File: src/tx_queue_pkg.sv
// Purpose: Shared constants and state type for the transmit write setup block
// Assumes: 32-bit host data path, word-aligned register offsets
// Notes:   Offsets are byte addresses on the host register port
`default_nettype none

package tx_queue_pkg;

    // ****************************************
    // Widths
    // ****************************************
    localparam int ADDR_W  = 12;         // Host address width
    localparam int DATA_W  = 32;         // Host data width
    localparam int SIZE_W  = 16;         // Packet byte size width
    localparam int COUNT_W = 14;         // Write counter width
    localparam int MASK_W  = 2;          // Start and end mask width
    localparam int LANES   = 4;          // Bytes per data word

    // ****************************************
    // Register offsets
    // ****************************************
    localparam logic [ADDR_W-1:0] OFF_PACKET_BYTE_SIZE = 12'h004;
    localparam logic [ADDR_W-1:0] OFF_TX_WRITE_SETUP   = 12'h008;
    localparam logic [ADDR_W-1:0] OFF_QUEUE_DATA       = 12'h00C;

    // ****************************************
    // Field positions
    // ****************************************
    localparam int SIZE_LSB   = 0;       // Packet byte size
    localparam int ENDIAN_BIT = 24;      // Byte order select
    localparam int START_LSB  = 18;      // Start mask
    localparam int END_LSB    = 16;      // End mask
    localparam int COUNT_LSB  = 0;       // Write counter

    // ****************************************
    // Reset values and fixed figures
    // ****************************************
    localparam logic [SIZE_W-1:0]  SIZE_RESET  = 16'h0000;
    localparam logic [COUNT_W-1:0] COUNT_RESET = 14'h0000;
    localparam logic [MASK_W-1:0]  MASK_RESET  = 2'h0;
    localparam logic [DATA_W-1:0]  WORD_ZERO   = 32'h0000_0000;
    localparam logic [2:0]         WORD_BYTES  = 3'h4;

    // Block state except the reset synchroniser, registered in one place
    typedef struct packed {
        logic [SIZE_W-1:0]  psz;        // Remaining packet byte size
        logic               endian;     // High byte first when set
        logic [MASK_W-1:0]  start_off;  // Leading bytes to drop
        logic [MASK_W-1:0]  end_off;    // Trailing bytes to drop
        logic [COUNT_W-1:0] count;      // Writes left before the last
        logic [DATA_W-1:0]  rdata;      // Read answer
        logic               rvalid;     // Read answer strobe
        logic [DATA_W-1:0]  q_data;     // Packed bytes to the queue
        logic [2:0]         q_count;    // Bytes valid in q_data
        logic               q_valid;    // Queue push strobe
    } state_s;

endpackage

`default_nettype wire

File: src/byte_slot.sv
// Purpose: Picks the byte for one output slot of a trimmed data word
// Assumes: Slot index below keep means the byte is stored
// Notes:   Slot 0 is the first byte in transmit order
`default_nettype none

module byte_slot #(
    parameter int SLOT = 0                        // Output slot index
) (
    input  wire logic [31:0] i_word,              // Written data word
    input  wire logic        i_endian,            // High byte first when set
    input  wire logic [1:0]  i_first,             // Leading bytes dropped
    input  wire logic [2:0]  i_keep,              // Bytes kept
    output var  logic [7:0]  o_byte               // Byte for this slot
);

    localparam logic [2:0] SLOT_IDX = 3'(SLOT);   // Slot at counter width

    logic [2:0] src;                              // Source byte in send order
    logic [1:0] lane;                             // Physical byte lane

    // ****************************************
    // Lane select
    // ****************************************
    always_comb begin
        src  = {1'b0, i_first} + SLOT_IDX;
        // Big endian sends the top lane first
        lane = i_endian ? 2'(3'h3 - src) : src[1:0];
        // Unused slots read zero so the packed word stays clean
        o_byte = (SLOT_IDX < i_keep) ? i_word[{lane, 3'h0} +: 8] : 8'h00;
    end

endmodule

`default_nettype wire

File: src/tx_queue_write_setup.sv
// Purpose: Transmit write setup for one buffer queue: size, masks, counter
// Assumes: One host access per cycle, inputs synchronous to i_clock
// Notes:   Each data write yields one packed push of 0 to 4 bytes
`default_nettype none

// Functional notes
// - 16-bit packet byte size, read/write, resets zero
// - Byte order bit picks high or low first
// - Start mask drops leading bytes while counter non-zero
// - Start mask clears itself once applied
// - End mask drops trailing bytes when counter zero
// - End mask persists until host clears it
// - Remaining size below four overrides end mask
// - 14-bit counter decrements per data write, stops zero
module tx_queue_write_setup
    import tx_queue_pkg::*;
(
    input  wire logic                            i_clock,     // 50 MHz clock
    input  wire logic                            i_rst_n,     // Async reset, active low
    input  wire logic [tx_queue_pkg::ADDR_W-1:0] i_addr,      // Register byte address
    input  wire logic                            i_wr_en,     // Write strobe
    input  wire logic                            i_rd_en,     // Read strobe
    input  wire logic [tx_queue_pkg::DATA_W-1:0] i_wdata,     // Write data
    output var  logic [tx_queue_pkg::DATA_W-1:0] o_rdata,     // Read data
    output var  logic                            o_rvalid,    // Read data strobe
    output var  logic [tx_queue_pkg::DATA_W-1:0] o_q_data,    // Bytes to queue, slot 0 low
    output var  logic [2:0]                      o_q_count,   // Bytes valid
    output var  logic                            o_q_valid    // Queue push strobe
);
    import tx_queue_pkg::*;

    // ****************************************
    // Reset release
    // ****************************************
    logic [1:0] rst_pipe_reg;                     // Release synchroniser
    logic       rst_n;                            // Synchronised reset

    // Assert at once, release after two edges to avoid metastable release
    always_ff @(posedge i_clock or negedge i_rst_n) begin
        if (!i_rst_n) begin
            rst_pipe_reg <= 2'h0;
        end else begin
            rst_pipe_reg <= {rst_pipe_reg[0], 1'b1};
        end
    end
    assign rst_n = rst_pipe_reg[1];

    // ****************************************
    // State and decode
    // ****************************************
    state_s st_reg;                               // Registered state
    state_s st_next;                              // Next state
    logic   data_wr;                              // Data word written
    logic   count_nz;                             // Counter above zero
    logic [MASK_W-1:0] start_eff;                 // Start mask in force
    logic [MASK_W-1:0] end_eff;                   // End mask in force
    logic [2:0] avail;                            // Bytes after start trim
    logic [2:0] trimmed;                          // Bytes after both masks
    logic [2:0] limit;                            // Bytes allowed at tail
    logic [2:0] keep;                             // Bytes stored
    logic [DATA_W-1:0] packed_word;               // Trimmed bytes in send order

    assign data_wr  = i_wr_en && (i_addr == OFF_QUEUE_DATA);
    assign count_nz = (st_reg.count != COUNT_RESET);

    // ****************************************
    // Byte trimming
    // ****************************************
    always_comb begin
        start_eff = count_nz ? st_reg.start_off : MASK_RESET;
        end_eff   = count_nz ? MASK_RESET : st_reg.end_off;
        avail     = WORD_BYTES - {1'b0, start_eff};
        // Only one mask is in force at a time, so the sum stays under a word and the clamp is never taken
        trimmed   = ({1'b0, start_eff} + {1'b0, end_eff} > WORD_BYTES) ? 3'h0
                    : 3'(WORD_BYTES - {1'b0, start_eff} - {1'b0, end_eff});
        // Short remainder beats the end mask
        limit     = (st_reg.psz < SIZE_W'(WORD_BYTES)) ? st_reg.psz[2:0] : trimmed;
        keep      = (limit < avail) ? limit : avail;
    end

    // One picker per byte slot
    for (genvar g = 0; g < LANES; g++) begin : g_slot
        byte_slot #(
            .SLOT     (g)
        ) u_slot (
            .i_word   (i_wdata),
            .i_endian (st_reg.endian),
            .i_first  (start_eff),
            .i_keep   (keep),
            .o_byte   (packed_word[8*g +: 8])
        );
    end

    // ****************************************
    // Next state
    // ****************************************
    always_comb begin
        st_next         = st_reg;
        st_next.q_valid = 1'b0;
        st_next.rvalid  = 1'b0;
        // Register reads; unmapped offsets read zero
        if (i_rd_en) begin
            st_next.rvalid = 1'b1;
            st_next.rdata  = WORD_ZERO;
            if (i_addr == OFF_PACKET_BYTE_SIZE) begin
                st_next.rdata[SIZE_LSB +: SIZE_W] = st_reg.psz;
            end else if (i_addr == OFF_TX_WRITE_SETUP) begin
                st_next.rdata[ENDIAN_BIT]               = st_reg.endian;
                st_next.rdata[START_LSB +: MASK_W]      = st_reg.start_off;
                st_next.rdata[END_LSB +: MASK_W]        = st_reg.end_off;
                st_next.rdata[COUNT_LSB +: COUNT_W]     = st_reg.count;
            end
        end
        // Register writes
        if (i_wr_en && i_addr == OFF_PACKET_BYTE_SIZE) begin
            st_next.psz = i_wdata[SIZE_LSB +: SIZE_W];
        end
        if (i_wr_en && i_addr == OFF_TX_WRITE_SETUP) begin
            st_next.endian    = i_wdata[ENDIAN_BIT];
            st_next.start_off = i_wdata[START_LSB +: MASK_W];
            st_next.end_off   = i_wdata[END_LSB +: MASK_W];
            st_next.count     = i_wdata[COUNT_LSB +: COUNT_W];
        end
        // Data write: push trimmed bytes and step the counter
        if (data_wr) begin
            st_next.q_valid = 1'b1;
            st_next.q_data  = packed_word;
            st_next.q_count = keep;
            // Keep never exceeds the remainder, so no underflow
            st_next.psz     = st_reg.psz - SIZE_W'(keep);
            if (count_nz) begin
                st_next.count     = st_reg.count - COUNT_W'(1);
                st_next.start_off = MASK_RESET;
            end
            // End mask left alone; host must clear it
        end
    end

    // Single state register
    always_ff @(posedge i_clock or negedge rst_n) begin
        if (!rst_n) begin
            st_reg <= '{psz: SIZE_RESET, endian: 1'b0, start_off: MASK_RESET,
                        end_off: MASK_RESET, count: COUNT_RESET, rdata: WORD_ZERO,
                        rvalid: 1'b0, q_data: WORD_ZERO, q_count: 3'h0,
                        q_valid: 1'b0};
        end else begin
            st_reg <= st_next;
        end
    end

    // Outputs straight from the state flops
    assign o_rdata   = st_reg.rdata;
    assign o_rvalid  = st_reg.rvalid;
    assign o_q_data  = st_reg.q_data;
    assign o_q_count = st_reg.q_count;
    assign o_q_valid = st_reg.q_valid;
endmodule

`default_nettype wire

File: config.mk
export PLATFORM = sky130hd
export DESIGN_NAME = tx_queue_write_setup
export DESIGN_NICKNAME = d
export VERILOG_FILES = /design/src/tx_queue_pkg.sv /design/src/byte_slot.sv /design/src/tx_queue_write_setup.sv
export SDC_FILE = /design/constraint.sdc
export NUM_CORES = 1
export LEC_CHECK = 0
export ABC_AREA = 1
export BUFFER_PORTS_ARGS = -buffer_cell sky130_fd_sc_hd__clkbuf_2
export CELL_PAD_IN_SITES_DETAIL_PLACEMENT = 0
export CELL_PAD_IN_SITES_GLOBAL_PLACEMENT = 1
export CORE_UTILIZATION = 39
export CTS_BUF_LIST = sky130_fd_sc_hd__clkbuf_4
export CTS_CLUSTER_SIZE = 20
export DETAILED_ROUTE_END_ITERATION = 8
export PLACE_DENSITY_LB_ADDON = 0.2
export SLEW_MARGIN = 20
export SYNTH_ARGS = -nofsm -noshare
export SYNTH_HDL_FRONTEND = slang
export SYNTH_HIERARCHICAL = 1
export SYNTH_SLANG_ARGS = --single-unit
File: constraint.sdc
create_clock -name i_clock -period 2.56 [get_ports i_clock]
set_input_delay 0.256 -clock i_clock [delete_from_list [all_inputs] [get_ports i_clock]]
set_output_delay 0.256 -clock i_clock [all_outputs]
set_load 0.005 [all_outputs]
# == After elaboration in Yosys (flattened, before gate mapping) ==
# Index checks and enable logic that the tools add are counted.
# totals
reg_bits,95
# classes
addsub,12
n_lt_le_gt_ge,7
eq_ne,3
shift,4
mux,29
reduce_logical,5
# op_table
cell,count
$shiftx A32 B6 Y8,4
$mux W14,4
$mux W16,2
$mux W8,4
$eq A12 B4 Y1 const B,2
$mux W18,1
$mux W2,9
$lt A16 B3 Y1 const B,1
$sub A16 B3 Y16,1
$reduce_bool A14 Y1,1
$sub A14 B1 Y14 const B,1
$eq A12 B3 Y1 const B,1
$mux W3,3
$mux W4,2
$sub A2 B2 Y2 const A,4
$lt A1 B3 Y1 const A,2
$lt A2 B3 Y1 const A,2
$add A2 B2 Y2 const B,2
$mux W1,4
$add A2 B2 Y3,1
$gt A3 B3 Y1 const B,1
$logic_and A1 B1 Y1,3
$lt A3 B3 Y1,1
$sub A3 B2 Y3,1
other kinds (3),3

# == Logic depth before layout (Yosys ltp) ==
# depth
ltp_word,10
depth_mapped,33
mapped_depth_nobuf,33

# == Modules after synthesis ==
# The synthesis kept the hierarchy.
# modules_own_cells
module,n_inst,cells_per_inst,area_per_inst_um2
tx_queue_write_setup,1,620,5429.0
byte_slot at g_slot[2].u_slot,1,93,509.2
byte_slot at g_slot[0].u_slot,1,95,500.5
byte_slot at g_slot[1].u_slot,1,85,486.7
byte_slot at g_slot[3].u_slot,1,87,485.5

# == Least setup slack after synthesis ==
# No wires, ideal clock.
# synth_path
kind,flip-flop to flip-flop
startpoint,reg st_reg[69] (netlist name)
endpoint,reg st_reg[98] (netlist name)
setup_ns,0.129
arrival_ns,5.073
required_time_ns,2.431
path_slack_ns,-2.642
path_stages_with_launch,31
period_less_slack_ns,5.202
cell_sequence,dfrtp_1 inv_1 ha_1 nand2_2 nor2_4 nand2_4 inv_1 nor2_1 inv_1 ha_1 inv_1 fa_1 xor2_1 and3_1 ha_1 inv_1 a21oi_1 nand2_2 nand2_1 and2_1 ha_1 inv_1 fa_1 inv_1 o21ai_0 nor2_1 inv_1 nor2_1 o21ai_0 a21oi_1 o22ai_1
# synth_between
elab_chain_len,10
# synth_lines
item,line,rtl
start: declaration,tx_queue_write_setup.sv:51,state_s st_reg;
start signal: assignment,tx_queue_write_setup.sv:142,"st_reg <= '{psz: SIZE_RESET, endian: 1'b0, start_off: MASK_RESET,"
start signal: assignment,tx_queue_write_setup.sv:147,st_reg <= st_next;
$reduce_bool A14 Y1 (*),tx_queue_write_setup.sv:64,assign count_nz = (st_reg.count != COUNT_RESET);
$mux W2 (*),tx_queue_write_setup.sv:70,start_eff = count_nz ? st_reg.start_off : MASK_RESET;
named net start_eff[1],tx_queue_write_setup.sv:55,logic [MASK_W-1:0] start_eff;
$sub A3 B2 Y3 or $add A2 B2 Y3 (tied branches),"tx_queue_write_setup.sv:72, tx_queue_write_setup.sv:75, tx_queue_write_setup.sv:74",
$sub A3 B2 Y3 or $gt A3 B3 Y1 (tied branches),"tx_queue_write_setup.sv:75, tx_queue_write_setup.sv:74",
$mux W3,tx_queue_write_setup.sv:74,"trimmed = ({1'b0, start_eff} + {1'b0, end_eff} > WORD_BYTES) ? 3'h0"
$mux W3,tx_queue_write_setup.sv:77,limit = (st_reg.psz < SIZE_W'(WORD_BYTES)) ? st_reg.psz[2:0] : trimmed;
$lt A3 B3 Y1,tx_queue_write_setup.sv:78,keep = (limit < avail) ? limit : avail;
$mux W3 (*),tx_queue_write_setup.sv:78,
named net keep[0],tx_queue_write_setup.sv:60,logic [2:0] keep;
$sub A16 B3 Y16 (*),tx_queue_write_setup.sv:130,st_next.psz = st_reg.psz - SIZE_W'(keep);
$mux W16 (*),tx_queue_write_setup.sv:125,if (data_wr) begin
# Mark *: on every way through the listed nets, which the timed path passes. The rest lies on a longest branch.
# A chain may end at the register's enable or synchronous reset.

# == Worst setup path in the final report ==
# layout_path
startpoint,reg st_reg[69] (netlist name)
endpoint,reg st_reg[102] (netlist name)
# Same word-level chain as after synthesis.

==> summary.md <==
| Metric | Value |
|---|---|
| VDD IR max | `0.1754 mV` |
| Placed Cells incl. Taps | `~1300` |
| CTS Root Cell | `clkbuf_4` |
| CP max-delay cell | `fa_2` |
| Worst Path Max Fanout | `3` |
| CP Data Arrival Time | `4530 ps` |
| CTS Buf Count | `9` |
| Min-Delay Path Depth | `3` |
| RSZ-0062 raised after global routing | `true` |
| Std-Cell Rows | `50` |
| Die Ht | `139.9 um` |
| Worst r2r src | `st_reg[69]$_DFF_PN0_` |
| Port Buf Inserts | `105` |
| Startpoint Class | `flop` |
| Flop-to-flop setup slack | `-1570 ps` |
| Critical path capture point type | `flop` |
| Max FFs per register | `35` |
| Skew final | `just over 30 ps` |
| Worst Hold Launch | `i_wdata[17]` |
| Die ar. | `0.01956 mm^2` |
| CP dominant cell by count | `inv_2` |
| Post-synth top cells | `nand2_1, inv_1, nand3_1` |
| FF-to-FF path depth | `29` |
| FMAX | `242.0 MHz` |
| Final non-filler cell total | `1379` |
| Synth async-reset ratio | `100.0%` |
| Number of global-route vias before repair | `6376` |
| Final hold violation count | `0` |
| Post-Syn Area per Cell | `7.562 um^2` |
| Synth Cell Area | `roughly 0.0074 mm^2` |
| Register bit total from synthesis | `95` |
| Critical path class | `flop to flop` |
| Clk_lat worst skew | `about 520 ps` |
| Synthesis Warnings | `6` |
| Final min period | `between 4000 and 5000 ps` |
| Placed Instance Area | `roughly 0.0085 mm^2` |
| Initial antenna violation count | `1` |
| Reg-to-reg endpoint | `st_reg[102]$_DFFE_PN0P_` |
| CORE AREA | `0.01864 mm^2` |
| Post-synth EDFFs | `0` |
| Synth top area share | `between 30% and 40%` |
| P&R area growth vs syn | `23.10%` |
| Total GRT Usage | `24.98%` |
| First-pass GRT wire length | `36.70 mm` |
| Drt drc | `0` |
| PwrDens | `317.2 mW/mm^2` |
| Final Max Slew Viols | `0` |
| Final period utilization | `161.4%` |
| Clock transition at path regs | `180 ps` |
| Routed vias | `6846` |
| Worst setup slack after layout | `-1573 ps` |
| Initial Util | `39.75%` |
| Min-Delay Path Class | `primary input to flop` |
| Sink Count | `95` |
| DRT antenna net count | `0` |
| Detailed Place HPWL | `17.21 mm` |
| Layout cell share with drive strength beyond 1 | `between 30% and 40%` |
| Status | `finished with violations` |
| WL final | `~24 mm` |
| Largest net degree at the start of global routing | `55` |
| Wire per inst | `17.23 um` |
| Cell variety after synth | `50` |
| Failing checks | `setup timing` |
| 1st-iter DRT viols | `510` |
| Sink of the worst hold path | `st_reg[84]$_DFFE_PN0P_` |
| Worst slew pin tran | `780.8 ps` |
| First drt pass iteration count | `5` |
| CTS tree | `built` |
| H-Tree Depth | `3` |
| Final #Nets | `about 1200` |
| Synth top area cells | `dfrtp_1, nand2_1, nand3_1` |
| Post-route cell area | `0.009123 mm^2` |
| Die X | `139.9 um` |
| Setup TNS | `-51070 ps` |
| Max cap viols | `0` |
| RD Place Congestion | `0.8551` |
| CP startpoint | `st_reg[69]$_DFF_PN0_` |
| Most common cell in the netlist | `nand2_1` |
| Required time worst endpoint | `2960 ps` |
| Mapped Cells | `980` |
| Leakage | `between 0.005 and 0.006 uW` |
| Vias per inst | `4.964` |
| Synth area leader | `dfrtp_1` |
| Slew HR | `47.94%` |
| Final setup viols | `50` |
| Clk buf depth | `2` |
| Grt total ovfl | `0` |
| Ys flop type | `dfrtp_1` |
| Slowest stage delay, CP | `roughly 520 ps` |
| Num ports | `around 120` |
| Register area share after synthesis | `32.08%` |
[per-stage QoR]
step	util [%]	power, uW	worst slack, ps	hold WS (ps)
floorplan	-	1831	-1834	-39.59
global placement	45.72	2016	-1596	43.50
detailed placement	45.72	2018	-1669	44.80
CTS	48.50	2916	-1562	63.27
global route	48.93	3010	-1861	107.8
finish	48.93	2893	-1573	90.47
[per-layer routing]
| metal | wire [um] | vias up | global-route usage [%] |
|---|---|---|---|
| met2 | 10280 | 176 | 37.39 |
| met1 | 11500 | 3192 | 35.44 |
| met5 | 0 | - | 0 |
| li1 | - | 3443 | - |
| met4 | 695 | 0 | 9.485 |
| met3 | 1278 | 35 | 4.749 |
[cells by family (layout without fill, tap and decap cells)]
| kind of cell | after synthesis | in the layout | synth area share (%) |
|---|---|---|---|
| AND/OR/NAND/NOR | 415 | 415 | 28.99 |
| buffers and inverters | 259 | 412 | 18.23 |
| AO/OA/AOI/OAI | 152 | 152 | 12.21 |
| flip-flops | 95 | 95 | 32.08 |
| multiplexers | 32 | 32 | 4.322 |
| XOR/XNOR | 14 | 14 | 2.009 |
| adder cells (fa/ha/maj) | 11 | 11 | 2.060 |
| other | 2 | 14 | 0.1013 |
[report_power, final]
group,total [uW],switching (uW),internal [uW]
logic,495,307,188
registers,1540,16.2,1530
clock network,857,614,243
total,2890,938,1960
[worst max-delay path: cells and delay by family (launching register included)]
kind,cells,cell delay [ps]
AOI/OAI and AO/OA,6,700
adders and majority gates,6,1680
buffers and inverters,8,420
DFF,1,400
and+or+nand+nor,9,770
[placed cells by master, fill, tap and decap left out, types with 17 or more instances in the layout]
cell type,netlist,routed
a21oi_1,59,29
a21oi_2,1,29
buf_4,69,112
clkbuf_2,0,105
dfrtp_1,95,94
inv_1,152,138
inv_2,11,23
mux2i_1,32,32
nand2_1,166,160
nand3_1,119,115
nand3_2,23,26
nand3b_1,17,17
nor2_1,40,28
o21ai_0,36,28
[timing repair]
action,CTS,global route
resized for setup,63,13
hold buffers,2,0
setup endpoints to repair,50,51
pin swaps,26,13
setup buffers,14,5
hold endpoints to repair,2,0
[cell type report]
class | instances | area, um^2
clock inverters | 5 | 46.29
multi-input cells | 637 | 4120
fillers | 1951 | 9520
inverters | 165 | 636.9
repair buffers | 231 | 1560
clock buffers | 11 | 82.58
flip-flops and latches | 95 | 2381
diodes | 1 | 2.502
well taps | 234 | 292.8
[worst max-delay path by stage]
| stage | depth (start not counted) | to | slack (ps) |
|---|---|---|---|
| after floorplan | 32 | st_reg[98]$_DFFE_PN0P_ | -1830 |
| after global placement | 32 | st_reg[98]$_DFFE_PN0P_ | -1600 |
| after detailed placement | 32 | st_reg[102]$_DFFE_PN0P_ | -1670 |
| after CTS | 29 | st_reg[102]$_DFFE_PN0P_ | -1560 |
| after global routing | 32 | st_reg[102]$_DFFE_PN0P_ | -1860 |
| final | 29 | st_reg[102]$_DFFE_PN0P_ | -1570 |
No activity file was read; power rests on OpenSTA's default activity.
